$ cat config.mk
export PLATFORM = sky130hd
export DESIGN_NAME = pftbc_top
export DESIGN_NICKNAME = d
export VERILOG_FILES = /design/src/pkg/pftbc_pkg.sv /design/src/pftbc_top.sv
export SDC_FILE = /design/constraint.sdc
export NUM_CORES = 1
export LEC_CHECK = 0
export ABC_AREA = 1
export BUFFER_PORTS_ARGS = -buffer_cell sky130_fd_sc_hd__buf_4
export CAP_MARGIN = 20
export CORE_MARGIN = 8
export CORE_UTILIZATION = 60
export DETAILED_ROUTE_END_ITERATION = 10
export PLACE_DENSITY = 0.91
export SYNTH_ARGS = -nofsm -noshare
export SYNTH_HDL_FRONTEND = slang
export SYNTH_SLANG_ARGS = --single-unit
$ cat constraint.sdc
create_clock -name aclk -period 3.9 [get_ports aclk]
set_input_delay 0.585 -clock aclk [delete_from_list [all_inputs] [get_ports aclk]]
set_output_delay 0.585 -clock aclk [all_outputs]
set_load 0.02 [all_outputs]
$ cat src/pkg/pftbc_pkg.sv
package pftbc_pkg;

  // ----------------------------------------------------------------
  // Timing
  // ----------------------------------------------------------------
  localparam int CLK_NS      = 100;
  // Timing registers count in steps of 0.1 ms
  localparam int TICK_NS_DEF = 100000;

  // ----------------------------------------------------------------
  // Register map (byte addresses)
  // ----------------------------------------------------------------
  localparam int          AW       = 8;
  localparam logic [7:0]  A_CTRL   = 8'h00;
  localparam logic [7:0]  A_GDLY   = 8'h04;
  localparam logic [7:0]  A_GON    = 8'h08;
  localparam logic [7:0]  A_PER    = 8'h0C;
  localparam logic [7:0]  A_STAT   = 8'h10;
  localparam logic [7:0]  A_IRQ    = 8'h14;
  localparam logic [7:0]  A_MASK   = 8'h18;
  localparam logic [1:0]  R_OKAY   = 2'h0;
  localparam logic [1:0]  R_SLVERR = 2'h2;

  // Control register fields
  localparam int B_ERR_EN = 0;
  localparam int B_LEVEL  = 1;
  localparam int B_POL    = 2;
  localparam int F_SCN    = 4;
  localparam int F_SC     = 8;
  localparam int F_SD     = 12;
  localparam int F_RTY    = 16;
  localparam int SW       = 4;
  localparam logic [31:0] CTRL_RST = 32'h0000_0001;

  // Gate timing, 0.1 ms steps: 1.0 ms, 5.0 ms, 10.0 ms
  localparam int          TW       = 17;
  localparam logic [15:0] GDLY_RST = 16'h000A;
  localparam logic [15:0] GON_RST  = 16'h0032;
  localparam logic [16:0] PER_RST  = 17'h00064;

  // Interrupt bits
  localparam int IW      = 3;
  localparam int I_DONE  = 0;
  localparam int I_REFUS = 1;
  localparam int I_GATE  = 2;

  // ----------------------------------------------------------------
  // Types
  // ----------------------------------------------------------------
  typedef enum logic [2:0] {
    RD_IDLE = 3'b001,
    RD_READ = 3'b010,
    RD_HOLD = 3'b100
  } pftbc_rd_t;

  typedef enum logic [3:0] {
    OS_IDLE = 4'b0001,
    OS_DLY  = 4'b0010,
    OS_GATE = 4'b0100,
    OS_REST = 4'b1000
  } pftbc_os_t;

  typedef enum logic [1:0] {
    K_SINGLE = 2'h0,
    K_CONT   = 2'h1,
    K_LEVEL  = 2'h2
  } pftbc_kind_t;

endpackage

$ cat src/pftbc_top.sv
`timescale 1ns/1ps
// What this block does
// - While busy, single read strobes are ignored and start no reading.
// - With error reporting on, a strobe during busy raises the error output.
// - A raised error output drops at the next strobe taken while idle.
// - With error reporting off, refused strobes leave the error output low.
// - Busy drops when the reading operation has completed.
// - Continuous mode repeats readings while repeat level stays high.
// - Level mode repeats readings while level high, stopping on a pass.
// - Level mode without a pass outputs fail when the level is released.
// - Scene jump levels read their own scene 0..9 with level behaviour.
// - A polarity setting picks pass or fail as the asserted output.
// - The host uses the same parallel settings as this device.
// - By default the pass/fail output is asserted for a fail.
// - Gate rises a programmable 1.0..1000.0 ms after the result is driven.
// - Gate stays high a programmable 1.0..1000.0 ms, default 5.0 ms.
// - Result period 2.0..10000.0 ms, longer than gate delay plus on time.
module pftbc_top
  import pftbc_pkg::*;
#(
  parameter int TICK_NS = TICK_NS_DEF
) (
  input  wire logic          aclk,
  input  wire logic          aresetn,
  input  wire logic [AW-1:0] s_axi_awaddr,
  input  wire logic          s_axi_awvalid,
  output logic               s_axi_awready,
  input  wire logic [31:0]   s_axi_wdata,
  input  wire logic [3:0]    s_axi_wstrb,
  input  wire logic          s_axi_wvalid,
  output logic               s_axi_wready,
  output logic [1:0]         s_axi_bresp,
  output logic               s_axi_bvalid,
  input  wire logic          s_axi_bready,
  input  wire logic [AW-1:0] s_axi_araddr,
  input  wire logic          s_axi_arvalid,
  output logic               s_axi_arready,
  output logic [31:0]        s_axi_rdata,
  output logic [1:0]         s_axi_rresp,
  output logic               s_axi_rvalid,
  input  wire logic          s_axi_rready,
  input  wire logic          single_read_strobe,
  input  wire logic          repeat_read_level,
  input  wire logic          scene_jump_level_one,
  input  wire logic          scene_jump_level_two,
  input  wire logic          read_done,
  input  wire logic          read_pass,
  output logic               read_start,
  output logic [SW-1:0]      read_scene,
  output logic               busy,
  output logic               error_out,
  output logic               pass_fail_output,
  output logic               gate_out,
  output logic               irq
);

  localparam int          TICK_CYC = (TICK_NS + CLK_NS - 1) / CLK_NS;
  localparam logic [15:0] TICK_END = 16'(TICK_CYC - 1);

  // ----------------------------------------------------------------
  // Pin synchronisers
  // ----------------------------------------------------------------
  logic [3:0] pin_raw;
  logic [3:0] sync_a;
  logic [3:0] sync_b;
  logic       single_prev;
  assign pin_raw = {scene_jump_level_two, scene_jump_level_one,
                    repeat_read_level, single_read_strobe};

  genvar gi;
  generate
    for (gi = 0; gi < 4; gi++) begin : g_sync
      always_ff @(posedge aclk) begin
        if (!aresetn) begin
          sync_a[gi] <= 1'b0;
          sync_b[gi] <= 1'b0;
        end else begin
          sync_a[gi] <= pin_raw[gi];
          sync_b[gi] <= sync_a[gi];
        end
      end
    end
  endgenerate

  always_ff @(posedge aclk) begin
    if (!aresetn) single_prev <= 1'b0;
    else          single_prev <= sync_b[0];
  end

  logic s_edge;
  assign s_edge = sync_b[0] & ~single_prev;

  // ----------------------------------------------------------------
  // Register bus
  // ----------------------------------------------------------------
  logic [31:0]   ctrl;
  logic [15:0]   gdly;
  logic [15:0]   gon;
  logic [TW-1:0] per;
  logic [IW-1:0] irq_stat;
  logic [IW-1:0] irq_mask;
  logic [AW-1:0] wr_addr;
  logic [31:0]   wr_data;
  logic [3:0]    wr_strb;
  logic          aw_full;
  logic          w_full;
  logic          wr_fire;
  logic [31:0]   m_gdly;
  logic [31:0]   m_gon;
  logic [31:0]   m_per;
  logic [31:0]   m_mask;

  function automatic logic mapped(input logic [AW-1:0] a);
    mapped = (a == A_CTRL) || (a == A_GDLY) || (a == A_GON) ||
             (a == A_PER) || (a == A_STAT) || (a == A_IRQ) ||
             (a == A_MASK);
  endfunction

  function automatic logic [31:0] merge(input logic [31:0] old_v,
                                        input logic [31:0] new_v,
                                        input logic [3:0]  strb);
    for (int i = 0; i < 4; i++)
      merge[8*i +: 8] = strb[i] ? new_v[8*i +: 8] : old_v[8*i +: 8];
  endfunction

  assign wr_fire = aw_full & w_full & ~s_axi_bvalid;
  assign m_gdly  = merge({16'h0000, gdly}, wr_data, wr_strb);
  assign m_gon   = merge({16'h0000, gon}, wr_data, wr_strb);
  assign m_per   = merge({15'h0000, per}, wr_data, wr_strb);
  assign m_mask  = merge({29'h0, irq_mask}, wr_data, wr_strb);

  always_ff @(posedge aclk) begin
    if (!aresetn) begin
      s_axi_awready <= 1'b0;
      s_axi_wready  <= 1'b0;
      s_axi_bvalid  <= 1'b0;
      s_axi_bresp   <= R_OKAY;
      aw_full       <= 1'b0;
      w_full        <= 1'b0;
      wr_addr       <= '0;
      wr_data       <= '0;
      wr_strb       <= '0;
    end else begin
      s_axi_awready <= ~aw_full & ~(s_axi_awvalid & s_axi_awready);
      s_axi_wready  <= ~w_full & ~(s_axi_wvalid & s_axi_wready);
      if (s_axi_awvalid & s_axi_awready) begin
        aw_full <= 1'b1;
        wr_addr <= s_axi_awaddr;
      end
      if (s_axi_wvalid & s_axi_wready) begin
        w_full  <= 1'b1;
        wr_data <= s_axi_wdata;
        wr_strb <= s_axi_wstrb;
      end
      if (wr_fire) begin
        aw_full      <= 1'b0;
        w_full       <= 1'b0;
        s_axi_bvalid <= 1'b1;
        s_axi_bresp  <= mapped(wr_addr) ? R_OKAY : R_SLVERR;
      end else if (s_axi_bvalid & s_axi_bready) begin
        s_axi_bvalid <= 1'b0;
      end
    end
  end

  always_ff @(posedge aclk) begin
    if (!aresetn) begin
      ctrl     <= CTRL_RST;
      gdly     <= GDLY_RST;
      gon      <= GON_RST;
      per      <= PER_RST;
      irq_mask <= '0;
    end else if (wr_fire) begin
      case (wr_addr)
        A_CTRL:  ctrl     <= merge(ctrl, wr_data, wr_strb);
        A_GDLY:  gdly     <= m_gdly[15:0];
        A_GON:   gon      <= m_gon[15:0];
        A_PER:   per      <= m_per[TW-1:0];
        A_MASK:  irq_mask <= m_mask[IW-1:0];
        default: ;
      endcase
    end
  end

  // ----------------------------------------------------------------
  // Reading control
  // ----------------------------------------------------------------
  pftbc_rd_t   rd_state;
  pftbc_kind_t kind;
  logic [1:0]  src;
  logic [3:0]  rty;
  logic        lvl_now;
  logic        pub;
  logic        pub_pass;

  always_comb begin
    case (src)
      2'h1:    lvl_now = sync_b[1];
      2'h2:    lvl_now = sync_b[2];
      2'h3:    lvl_now = sync_b[3];
      default: lvl_now = 1'b0;
    endcase
  end

  // Single strobes win over levels; a scene jump reads its own scene
  always_ff @(posedge aclk) begin
    if (!aresetn) begin
      rd_state   <= RD_IDLE;
      kind       <= K_SINGLE;
      src        <= 2'h0;
      rty        <= '0;
      read_start <= 1'b0;
      read_scene <= '0;
      busy       <= 1'b0;
      pub        <= 1'b0;
      pub_pass   <= 1'b0;
    end else begin
      read_start <= 1'b0;
      pub        <= 1'b0;
      case (rd_state)
        RD_IDLE, RD_HOLD: begin
          if (s_edge) begin
            rd_state   <= RD_READ;
            busy       <= 1'b1;
            read_start <= 1'b1;
            kind       <= K_SINGLE;
            src        <= 2'h0;
            rty        <= ctrl[F_RTY +: 4];
            read_scene <= ctrl[F_SCN +: SW];
          end else if (rd_state == RD_HOLD) begin
            if (!lvl_now) rd_state <= RD_IDLE;
          end else if (sync_b[1] | sync_b[2] | sync_b[3]) begin
            rd_state   <= RD_READ;
            busy       <= 1'b1;
            read_start <= 1'b1;
            if (sync_b[1]) begin
              kind       <= ctrl[B_LEVEL] ? K_LEVEL : K_CONT;
              src        <= 2'h1;
              read_scene <= ctrl[F_SCN +: SW];
            end else if (sync_b[2]) begin
              kind       <= K_LEVEL;
              src        <= 2'h2;
              read_scene <= ctrl[F_SC +: SW];
            end else begin
              kind       <= K_LEVEL;
              src        <= 2'h3;
              read_scene <= ctrl[F_SD +: SW];
            end
          end
        end
        RD_READ: begin
          // Strobes seen here are dropped: nothing below looks at them
          if (read_done) begin
            case (kind)
              K_CONT: begin
                pub      <= 1'b1;
                pub_pass <= read_pass;
                if (lvl_now) begin
                  read_start <= 1'b1;
                end else begin
                  rd_state <= RD_IDLE;
                  busy     <= 1'b0;
                end
              end
              K_LEVEL: begin
                if (read_pass) begin
                  pub      <= 1'b1;
                  pub_pass <= 1'b1;
                  busy     <= 1'b0;
                  rd_state <= lvl_now ? RD_HOLD : RD_IDLE;
                end else if (lvl_now) begin
                  read_start <= 1'b1;
                end else begin
                  pub      <= 1'b1;
                  pub_pass <= 1'b0;
                  busy     <= 1'b0;
                  rd_state <= RD_IDLE;
                end
              end
              default: begin
                if (read_pass || rty == 4'h0) begin
                  pub      <= 1'b1;
                  pub_pass <= read_pass;
                  busy     <= 1'b0;
                  rd_state <= RD_IDLE;
                end else begin
                  rty        <= rty - 4'h1;
                  read_start <= 1'b1;
                end
              end
            endcase
          end
        end
        default: rd_state <= RD_IDLE;
      endcase
    end
  end

  // Error flag follows strobes only, so it holds until the next accepted strobe
  always_ff @(posedge aclk) begin
    if (!aresetn) begin
      error_out <= 1'b0;
    end else if (s_edge) begin
      if (!busy)               error_out <= 1'b0;
      else if (ctrl[B_ERR_EN]) error_out <= 1'b1;
    end
  end

  // ----------------------------------------------------------------
  // Result output and gate timing
  // ----------------------------------------------------------------
  pftbc_os_t     os_state;
  logic          pend;
  logic          pend_pass;
  logic [15:0]   pre;
  logic [TW-1:0] elapsed;
  logic [TW-1:0] gate_end;
  logic          gate_rise;

  assign gate_end  = {1'b0, gdly} + {1'b0, gon};
  assign gate_rise = (os_state == OS_DLY) && (elapsed >= {1'b0, gdly});

  // A result arriving mid-period waits; only the newest one is kept
  always_ff @(posedge aclk) begin
    if (!aresetn) begin
      os_state         <= OS_IDLE;
      pend             <= 1'b0;
      pend_pass        <= 1'b0;
      pre              <= '0;
      elapsed          <= '0;
      gate_out         <= 1'b0;
      pass_fail_output <= 1'b0;
    end else begin
      if (pre == TICK_END) begin
        pre     <= '0;
        elapsed <= elapsed + 17'h00001;
      end else begin
        pre <= pre + 16'h0001;
      end
      if (pub) begin
        pend      <= 1'b1;
        pend_pass <= pub_pass;
      end
      case (os_state)
        OS_IDLE: begin
          if (pend) begin
            if (!pub) pend <= 1'b0;
            pass_fail_output <= ctrl[B_POL] ? pend_pass
                                            : ~pend_pass;
            pre      <= '0;
            elapsed  <= '0;
            os_state <= OS_DLY;
          end
        end
        OS_DLY: begin
          if (gate_rise) begin
            gate_out <= 1'b1;
            os_state <= OS_GATE;
          end
        end
        OS_GATE: begin
          if (elapsed >= gate_end) begin
            gate_out <= 1'b0;
            os_state <= OS_REST;
          end
        end
        OS_REST: begin
          // A period shorter than delay plus gate ends at the gate fall
          if (elapsed >= per) os_state <= OS_IDLE;
        end
        default: os_state <= OS_IDLE;
      endcase
    end
  end

  // ----------------------------------------------------------------
  // Interrupts and read data
  // ----------------------------------------------------------------
  logic [IW-1:0] ev;
  logic [IW-1:0] w1c;
  logic [31:0]   rd_mux;

  assign ev  = {gate_rise, s_edge & busy, pub};
  assign w1c = (wr_fire && wr_addr == A_IRQ && wr_strb[0]) ?
               wr_data[IW-1:0] : '0;

  always_ff @(posedge aclk) begin
    if (!aresetn) begin
      irq_stat <= '0;
      irq      <= 1'b0;
    end else begin
      irq_stat <= (irq_stat & ~w1c) | ev;
      irq      <= |(((irq_stat & ~w1c) | ev) & irq_mask);
    end
  end

  always_comb begin
    case (s_axi_araddr)
      A_CTRL:  rd_mux = ctrl;
      A_GDLY:  rd_mux = {16'h0000, gdly};
      A_GON:   rd_mux = {16'h0000, gon};
      A_PER:   rd_mux = {15'h0000, per};
      A_STAT:  rd_mux = {24'h000000, read_scene, gate_out,
                         pass_fail_output, error_out, busy};
      A_IRQ:   rd_mux = {29'h0, irq_stat};
      A_MASK:  rd_mux = {29'h0, irq_mask};
      default: rd_mux = 32'h0000_0000;
    endcase
  end

  always_ff @(posedge aclk) begin
    if (!aresetn) begin
      s_axi_arready <= 1'b0;
      s_axi_rvalid  <= 1'b0;
      s_axi_rdata   <= '0;
      s_axi_rresp   <= R_OKAY;
    end else if (s_axi_arvalid & s_axi_arready) begin
      s_axi_arready <= 1'b0;
      s_axi_rvalid  <= 1'b1;
      s_axi_rdata   <= rd_mux;
      s_axi_rresp   <= mapped(s_axi_araddr) ? R_OKAY : R_SLVERR;
    end else if (s_axi_rvalid & s_axi_rready) begin
      s_axi_rvalid  <= 1'b0;
      s_axi_arready <= 1'b1;
    end else if (!s_axi_rvalid) begin
      s_axi_arready <= 1'b1;
    end
  end
endmodule

# == Word level (Yosys, flattened, before mapping) ==
# Index checks and enable logic that the tools add are counted.
# Widths: inputs -> output; s select.
# classes
reduce_logical,52
multipliers,0
div_mod_pow,0
n_addsub,4
bitwise,25
n_eq_ne,41
magnitude_cmp,3
n_mux,88
n_shift,0
# ops
cell,n
$pmux 32 s7,1
$mux 4,13
$mux 17,3
$eq 8x5->1 const B,6
$mux 16,3
$reduce_and 3->1,16
$mux 1,36
$ge 17x17->1,2
$eq 8x4->1 const B,4
$mux 3,9
$mux 2,11
$ne 2x2->1 const B,9
$add 16x16->17,1
$add 17x1->17 const B,1
$ge 17x16->1,1
$add 16x1->16 const B,1
$eq 16x10->1 const B,1
$eq 8x3->1 const B,2
$logic_not 8->1,2
$pmux 4 s4,1
$pmux 1 s2,7
$logic_or 1x1->1,13
$pmux 3 s2,2
$and 1x1->1,11
other kinds (29),57
# word_totals
memories,0
out_inout_bits,51
rom_bits,0
word_cells,266
mem_bits_rw,0
latch_bits,0
ff_bits,245
inputBits,65

# == Logic depth before layout (Yosys ltp) ==
# logic_depth
ltp_word,10
depth_mapped,23
ltp_nobuf,23

# == Worst setup path before layout ==
# Ideal clock, no wire load.
# synth_timing
path_type,register -> register
from,register gdly[0]
to,register os_state[0]
setup_time_ns,0.112
path_buffers,0
synth_period_minus_slack_ns,2.644
stages_incl_launch_ff,24
arrival_ns,2.531
setup_slack_ns,1.256
t_required_ns,3.788
path_cell_list,dfxtp_1 -> ha_1 -> fa_1 -> nand3_1 -> nand2_1 -> nand2_1 -> nand2_1 -> nand2_1 -> o21ai_2 -> nand3_1 -> nand2_1 -> nand2_1 -> nand2_1 -> ha_1 -> nand2_1 -> inv_1 -> o21ai_0 -> a21oi_1 -> nor2_1 -> nand3_1 -> nand2_1 -> nor2_1 -> nand2_1 -> nand2_1
# synth_via
elab_chain_len,4
word_cells_on_any_way,7
classes_between,add/sub: 1; order compare: 2; eq/ne: 2; reduce/logical: 2
# synth_lines
element,line,rtl
"start, declared",pftbc_top.sv:97,logic [15:0] gdly;
"start signal, assigned",pftbc_top.sv:176,A_GDLY: gdly <= m_gdly[15:0];
$add 16x16->17 / $ge 17x16->1 (equally long branches),"pftbc_top.sv:320, pftbc_top.sv:321",
$ge 17x17->1 / $logic_and 1x1->1 (equally long branches),"pftbc_top.sv:362, pftbc_top.sv:321",
$ne 2x2->1 (no source line),--,
$reduce_and 4->1 (no source line) (*),--,
"end signal, assigned",pftbc_top.sv:326,os_state <= OS_IDLE;
"end signal, assigned",pftbc_top.sv:364,os_state <= OS_REST;
"end signal, assigned",pftbc_top.sv:369,if (elapsed >= per) os_state <= OS_IDLE;
"end, declared",pftbc_top.sv:312,pftbc_os_t os_state;
# Every way passes the cells marked *; elsewhere a longest branch is shown, timed or not.
# A chain may end at the register's enable or synchronous reset.

# == Worst setup path in the final report ==
# Same ends and word-level chain as after synthesis.

==> metrics.txt <==
# TYPE chip_impl_metric gauge
chip_impl_metric{name="drc",unit=""} 0
chip_impl_metric{name="timing_max_transition_violations_final",unit=""} 0
chip_impl_metric{name="post_synth_fa_ha_maj_area_fraction",unit="%"} 7.22
chip_impl_info{name="cts.root.buffer_cell",value="sky130_fd_sc_hd__clkbuf_16"} 1
chip_impl_info{name="path_cells",value="ha_1 > fa_1 > nand3_1 > nand2_1 > nand2_1 > nand2_1 > nand2_1 > o21ai_2 > nand3_1 > nand2_1 > nand2_1 > nand2_1 > ha_1 > nand2_1 > inv_1 > o21ai_0 > a21oi_1 > nor2_1 > nand3_1 > nand2_1 > nor2_1 > nand2_1 > nand2_1"} 1
chip_impl_metric{name="detail_route.wl_per_cell",unit="um"} 16.9
chip_impl_metric{name="detailedRoute.firstPassIterationCount",unit=""} 5
chip_impl_metric{name="period_share",unit="%"} 77.6
chip_impl_metric{name="hold_buffers",unit=""} 0
chip_impl_metric{name="ys_seq_elements",unit=""} 243
chip_impl_metric{name="hold_violations",unit=""} 0
chip_impl_metric{name="floorplan.core_area",unit="mm2"} 0.0208
chip_impl_metric{name="grt.total_usage",unit="%"} 26.2
chip_impl_metric{name="grt_overflow",unit=""} 0
chip_impl_info{name="synth_top_family_by_area",value="simple AND/OR/NAND/NOR gates"} 1
chip_impl_metric{name="grt_start_max_net_pins",unit=""} 58
chip_impl_metric{name="fmax",unit="GHz"} 0.330
chip_impl_metric{name="detail-route-antenna-nets",unit=""} 0
chip_impl_metric{name="wl",unit="um"} 34900
chip_impl_info{name="criticalPathCategory",value="reg -> reg"} 1
chip_impl_metric{name="numCtsBuffers",unit=""} 25
chip_impl_info{name="outcome",value="finished clean"} 1
chip_impl_metric{name="cts.sink_count",unit=""} 243
chip_impl_info{name="worst_setup_path_endpoint",value="os_state[0]$_SDFFE_PN1P_"} 1
chip_impl_metric{name="cts.path.max_buffers",unit=""} 3
chip_impl_metric{name="power_frac_comb",unit="%"} 13.6
chip_impl_metric{name="path_clk_slew",unit="ns"} 0.06
chip_impl_info{name="worstHoldPathType",value="in -> reg"} 1
chip_impl_metric{name="yosysUniqueCellTypes",unit=""} 57
chip_impl_metric{name="power.switching",unit="mW"} 1.60
chip_impl_info{name="regToRegStartpoint",value="gdly[0]$_SDFFE_PN0P_"} 1
chip_impl_info{name="rsz0062_at_grt",value="false"} 1
chip_impl_metric{name="grt_first_pass_wirelength",unit="um"} 57100
chip_impl_metric{name="fp.dieArea",unit="mm2"} 0.0259
chip_impl_info{name="setup.worst_path.end_class",value="register"} 1
chip_impl_metric{name="antenna_cells",unit=""} 0
chip_impl_metric{name="place.port_buffers",unit=""} 113
chip_impl_metric{name="pwr_density_cell",unit="mW/mm2"} 405
chip_impl_info{name="cp_common_cell",value="sky130_fd_sc_hd__nand2_1"} 1
chip_impl_metric{name="initial_utilization",unit="%"} 60.4
chip_impl_metric{name="path_max_fanout",unit=""} 4
chip_impl_metric{name="required",unit="ns"} 4.33
chip_impl_metric{name="boundaryPins",unit=""} 116
chip_impl_metric{name="design.final.nets",unit=""} 1909
chip_impl_info{name="cts_tree",value="built"} 1
chip_impl_metric{name="final.setup.worst_slack",unit="ns"} 0.874
chip_impl_metric{name="layout_min_cycle_time",unit="ns"} 3.03
chip_impl_metric{name="final.hold.worst_slack",unit="ns"} 0.239
chip_impl_metric{name="numPlacedInstances",unit=""} 2019
chip_impl_metric{name="report.final.setup_viol",unit=""} 0
chip_impl_metric{name="synth-compound-area-share",unit="%"} 18.3
chip_impl_metric{name="detailed_place_hpwl",unit="um"} 25500
chip_impl_metric{name="vias",unit=""} 11900
chip_impl_metric{name="clkLatencyLatePin",unit="ns"} 0.53
chip_impl_metric{name="synth.yosys.seq_area_share",unit="%"} 38.7
chip_impl_metric{name="post_cts.resized_instances",unit=""} 0
chip_impl_info{name="setup.worst_path.start_class",value="register"} 1
chip_impl_metric{name="postCtsSetupBuffers",unit=""} 0
chip_impl_info{name="critical_path.slowest_cell",value="sky130_fd_sc_hd__fa_1"} 1
chip_impl_metric{name="grt_pass1_vias",unit=""} 11700
chip_impl_metric{name="hold_path_depth",unit=""} 3
chip_impl_metric{name="clock_power_share",unit="%"} 40.3
chip_impl_metric{name="synthMuxAreaShare",unit="%"} 0
chip_impl_info{name="layout_commonest_cell",value="sky130_fd_sc_hd__nand2_1"} 1
chip_impl_metric{name="synthesis.area_per_instance",unit="um2"} 7.50
chip_impl_metric{name="dp_worst_setup_slack",unit="ns"} 0.922
chip_impl_info{name="rr_endpoint",value="os_state[0]$_SDFFE_PN1P_"} 1
chip_impl_metric{name="chipWidth",unit="um"} 161
chip_impl_metric{name="syn-cell-area",unit="mm2"} 0.0126
chip_impl_metric{name="synthSimpleGateAreaFrac",unit="%"} 24.8
chip_impl_metric{name="post_synth_xor_area_fraction",unit="%"} 2.02
chip_impl_metric{name="post-route-util",unit="%"} 68.9
chip_impl_metric{name="max_slew_margin",unit="%"} 57.9
chip_impl_metric{name="stdcell_count",unit=""} 2062
chip_impl_metric{name="p_int",unit="mW"} 4.21
chip_impl_metric{name="fp.dieH",unit="um"} 161
chip_impl_metric{name="area_growth_syn_to_layout",unit="%"} 14.1
chip_impl_metric{name="cap_viol_max_count",unit=""} 0
chip_impl_metric{name="route.detailed.vias_per_inst",unit=""} 5.76
chip_impl_metric{name="synthCells",unit=""} 1678
chip_impl_info{name="synth_top_flop_cell",value="sky130_fd_sc_hd__dfxtp_1"} 1
chip_impl_metric{name="gp_congestion",unit=""} 0.904
chip_impl_metric{name="rows",unit=""} 53
chip_impl_metric{name="cellLeakagePower",unit="nW"} 6.17
chip_impl_metric{name="ctsHtreeMaxLevel",unit=""} 1
chip_impl_metric{name="regToRegSetupSlack",unit="ns"} 0.87
chip_impl_metric{name="arrival",unit="ns"} 3.45
chip_impl_metric{name="fin_worst_skew",unit="ns"} 0.0121
chip_impl_metric{name="worst_r2r_path_depth",unit=""} 23
chip_impl_metric{name="synth_async_sr_flop_share",unit="%"} 0
chip_impl_metric{name="max_slew.worst_pin.slew",unit="ns"} 0.630
chip_impl_metric{name="sw_frac_of_total",unit="%"} 27.5
chip_impl_metric{name="critPathMaxStageDelay",unit="ns"} 0.41
chip_impl_metric{name="share_of_total_power_in_sequential_cells",unit="%"} 46.1
chip_impl_metric{name="yosys_warning_count",unit=""} 0
chip_impl_metric{name="count_of_flip_flops_with_a_built_in_enable_after_synthesis",unit=""} 0
chip_impl_metric{name="antenna_found_initial",unit=""} 0
chip_impl_metric{name="drive_gt1_share",unit="%"} 14.3
chip_impl_metric{name="worst_case_vdd_ir_drop",unit="uV"} 326
chip_impl_info{name="critPathLaunch",value="gdly[0]$_SDFFE_PN0P_"} 1
chip_impl_info{name="commonest_cells_after_routing_fill_and_taps_aside",value="sky130_fd_sc_hd__nand2_1, sky130_fd_sc_hd__dfxtp_1, sky130_fd_sc_hd__nor2_1"} 1
chip_impl_metric{name="drt_first_iter_violations",unit=""} 1030
chip_impl_metric{name="fin_setup_tns",unit="ns"} 0
==> power by group through the flow <==
stage | Combinational (mW) | Sequential (mW) | Clock (mW)
after global routing | 0.878 | 2.69 | 2.45
after floorplan | 0.503 | 2.73 | 0
after CTS | 0.771 | 2.67 | 2.35
final | 0.789 | 2.68 | 2.34
after detailed placement | 0.751 | 2.72 | 0
after global placement | 0.726 | 2.72 | 0
==> layer usage <==
layer	global-route usage (%)	wire length (um)
met4	12.9	1660
met1	31.3	13800
met3	3.58	2790
met2	45.6	16600
met5	0	0
==> through the flow <==
step	power, mW	cell area [um2]
floorplan	3.23	12600
global placement	3.45	13500
detailed placement	3.47	13500
CTS	5.79	14300
global route	6.01	14400
finish	5.81	14400
==> synth_stat cells, types with 4 or more instances <==
master / count / area [um2]
sky130_fd_sc_hd__nor2_1: 207 / 777
sky130_fd_sc_hd__buf_2: 10 / 50.1
sky130_fd_sc_hd__ha_1: 71 / 888
sky130_fd_sc_hd__o22ai_1: 6 / 37.5
sky130_fd_sc_hd__nand4_1: 12 / 75.1
sky130_fd_sc_hd__nor3b_1: 7 / 52.6
sky130_fd_sc_hd__nor2_2: 8 / 50.1
sky130_fd_sc_hd__nor3_1: 27 / 135
sky130_fd_sc_hd__a31oi_1: 4 / 25.0
sky130_fd_sc_hd__a21oi_1: 136 / 681
sky130_fd_sc_hd__xor2_1: 19 / 166
sky130_fd_sc_hd__o21ai_0: 142 / 711
sky130_fd_sc_hd__nand2_2: 10 / 62.6
sky130_fd_sc_hd__nand2_1: 274 / 1030
sky130_fd_sc_hd__nor4_1: 6 / 37.5
sky130_fd_sc_hd__nand3_1: 83 / 415
sky130_fd_sc_hd__buf_6: 6 / 67.6
sky130_fd_sc_hd__o21ai_1: 18 / 90.1
sky130_fd_sc_hd__o31ai_1: 7 / 52.6
sky130_fd_sc_hd__dfxtp_1: 243 / 4860
sky130_fd_sc_hd__buf_4: 7 / 52.6
sky130_fd_sc_hd__a211oi_1: 22 / 165
sky130_fd_sc_hd__o211ai_1: 23 / 173
sky130_fd_sc_hd__clkbuf_1: 28 / 105
sky130_fd_sc_hd__inv_1: 193 / 724
sky130_fd_sc_hd__nor2_4: 14 / 158
sky130_fd_sc_hd__a211oi_2: 22 / 275
sky130_fd_sc_hd__inv_2: 16 / 60.1
sky130_fd_sc_hd__xnor2_1: 10 / 87.6
==> registers in the layout, summed over array words and instances (netlist names), 3 cells and up <==
signal / count
wr_strb: 4
sync_a: 4
sync_b: 4
rd_state: 3
read_scene: 4
wr_addr: 8
ctrl: 32
os_state: 4
gon: 16
wr_data: 32
gdly: 16
irq_stat: 3
s_axi_rdata: 32
elapsed: 17
per: 17
irq_mask: 3
pre: 16
rty: 4
==> cells by family (layout without fill, tap and decap cells) <==
kind of cell,count (synthesis),in the layout
and+or+nand+nor,674,674
adders and majority gates,72,72
DFF,243,243
AOI/OAI and AO/OA,392,392
buffers and inverters,267,375
xor gates and xnor gates,29,29
other,1,2
==> worst min path at each step <==
stage | from | slack (ns) | to
floorplan | sync_a[0]$_SDFF_PN0_ | 0.39 | sync_b[0]$_SDFF_PN0_
global placement | sync_a[3]$_SDFF_PN0_ | 0.40 | sync_b[3]$_SDFF_PN0_
detailed placement | sync_a[0]$_SDFF_PN0_ | 0.42 | sync_b[0]$_SDFF_PN0_
CTS | repeat_read_level | 0.23 | sync_a[1]$_SDFF_PN0_
global route | repeat_read_level | 0.26 | sync_a[1]$_SDFF_PN0_
finish | repeat_read_level | 0.24 | sync_a[1]$_SDFF_PN0_
==> area by class of cell <==
type	count	area, um2
clock buffer	34	719
inverter	211	797
sequential	243	4860
multi-input combinational	1169	6600
fill	1677	6470
clock inverter	8	75.1
tap	275	344
timing repair buffer	122	948
==> worst max-delay path: cells and delay by family, from the launching register on <==
kind                     cells  cell delay, ns
flip-flops                   1            0.34
AO/OA/AOI/OAI                3            0.32
buffers and inverters        1            0.04
adder cells (fa/ha/maj)      3            0.94
AND/OR/NAND/NOR             16            1.28
(Power assumes the default switching activity.)
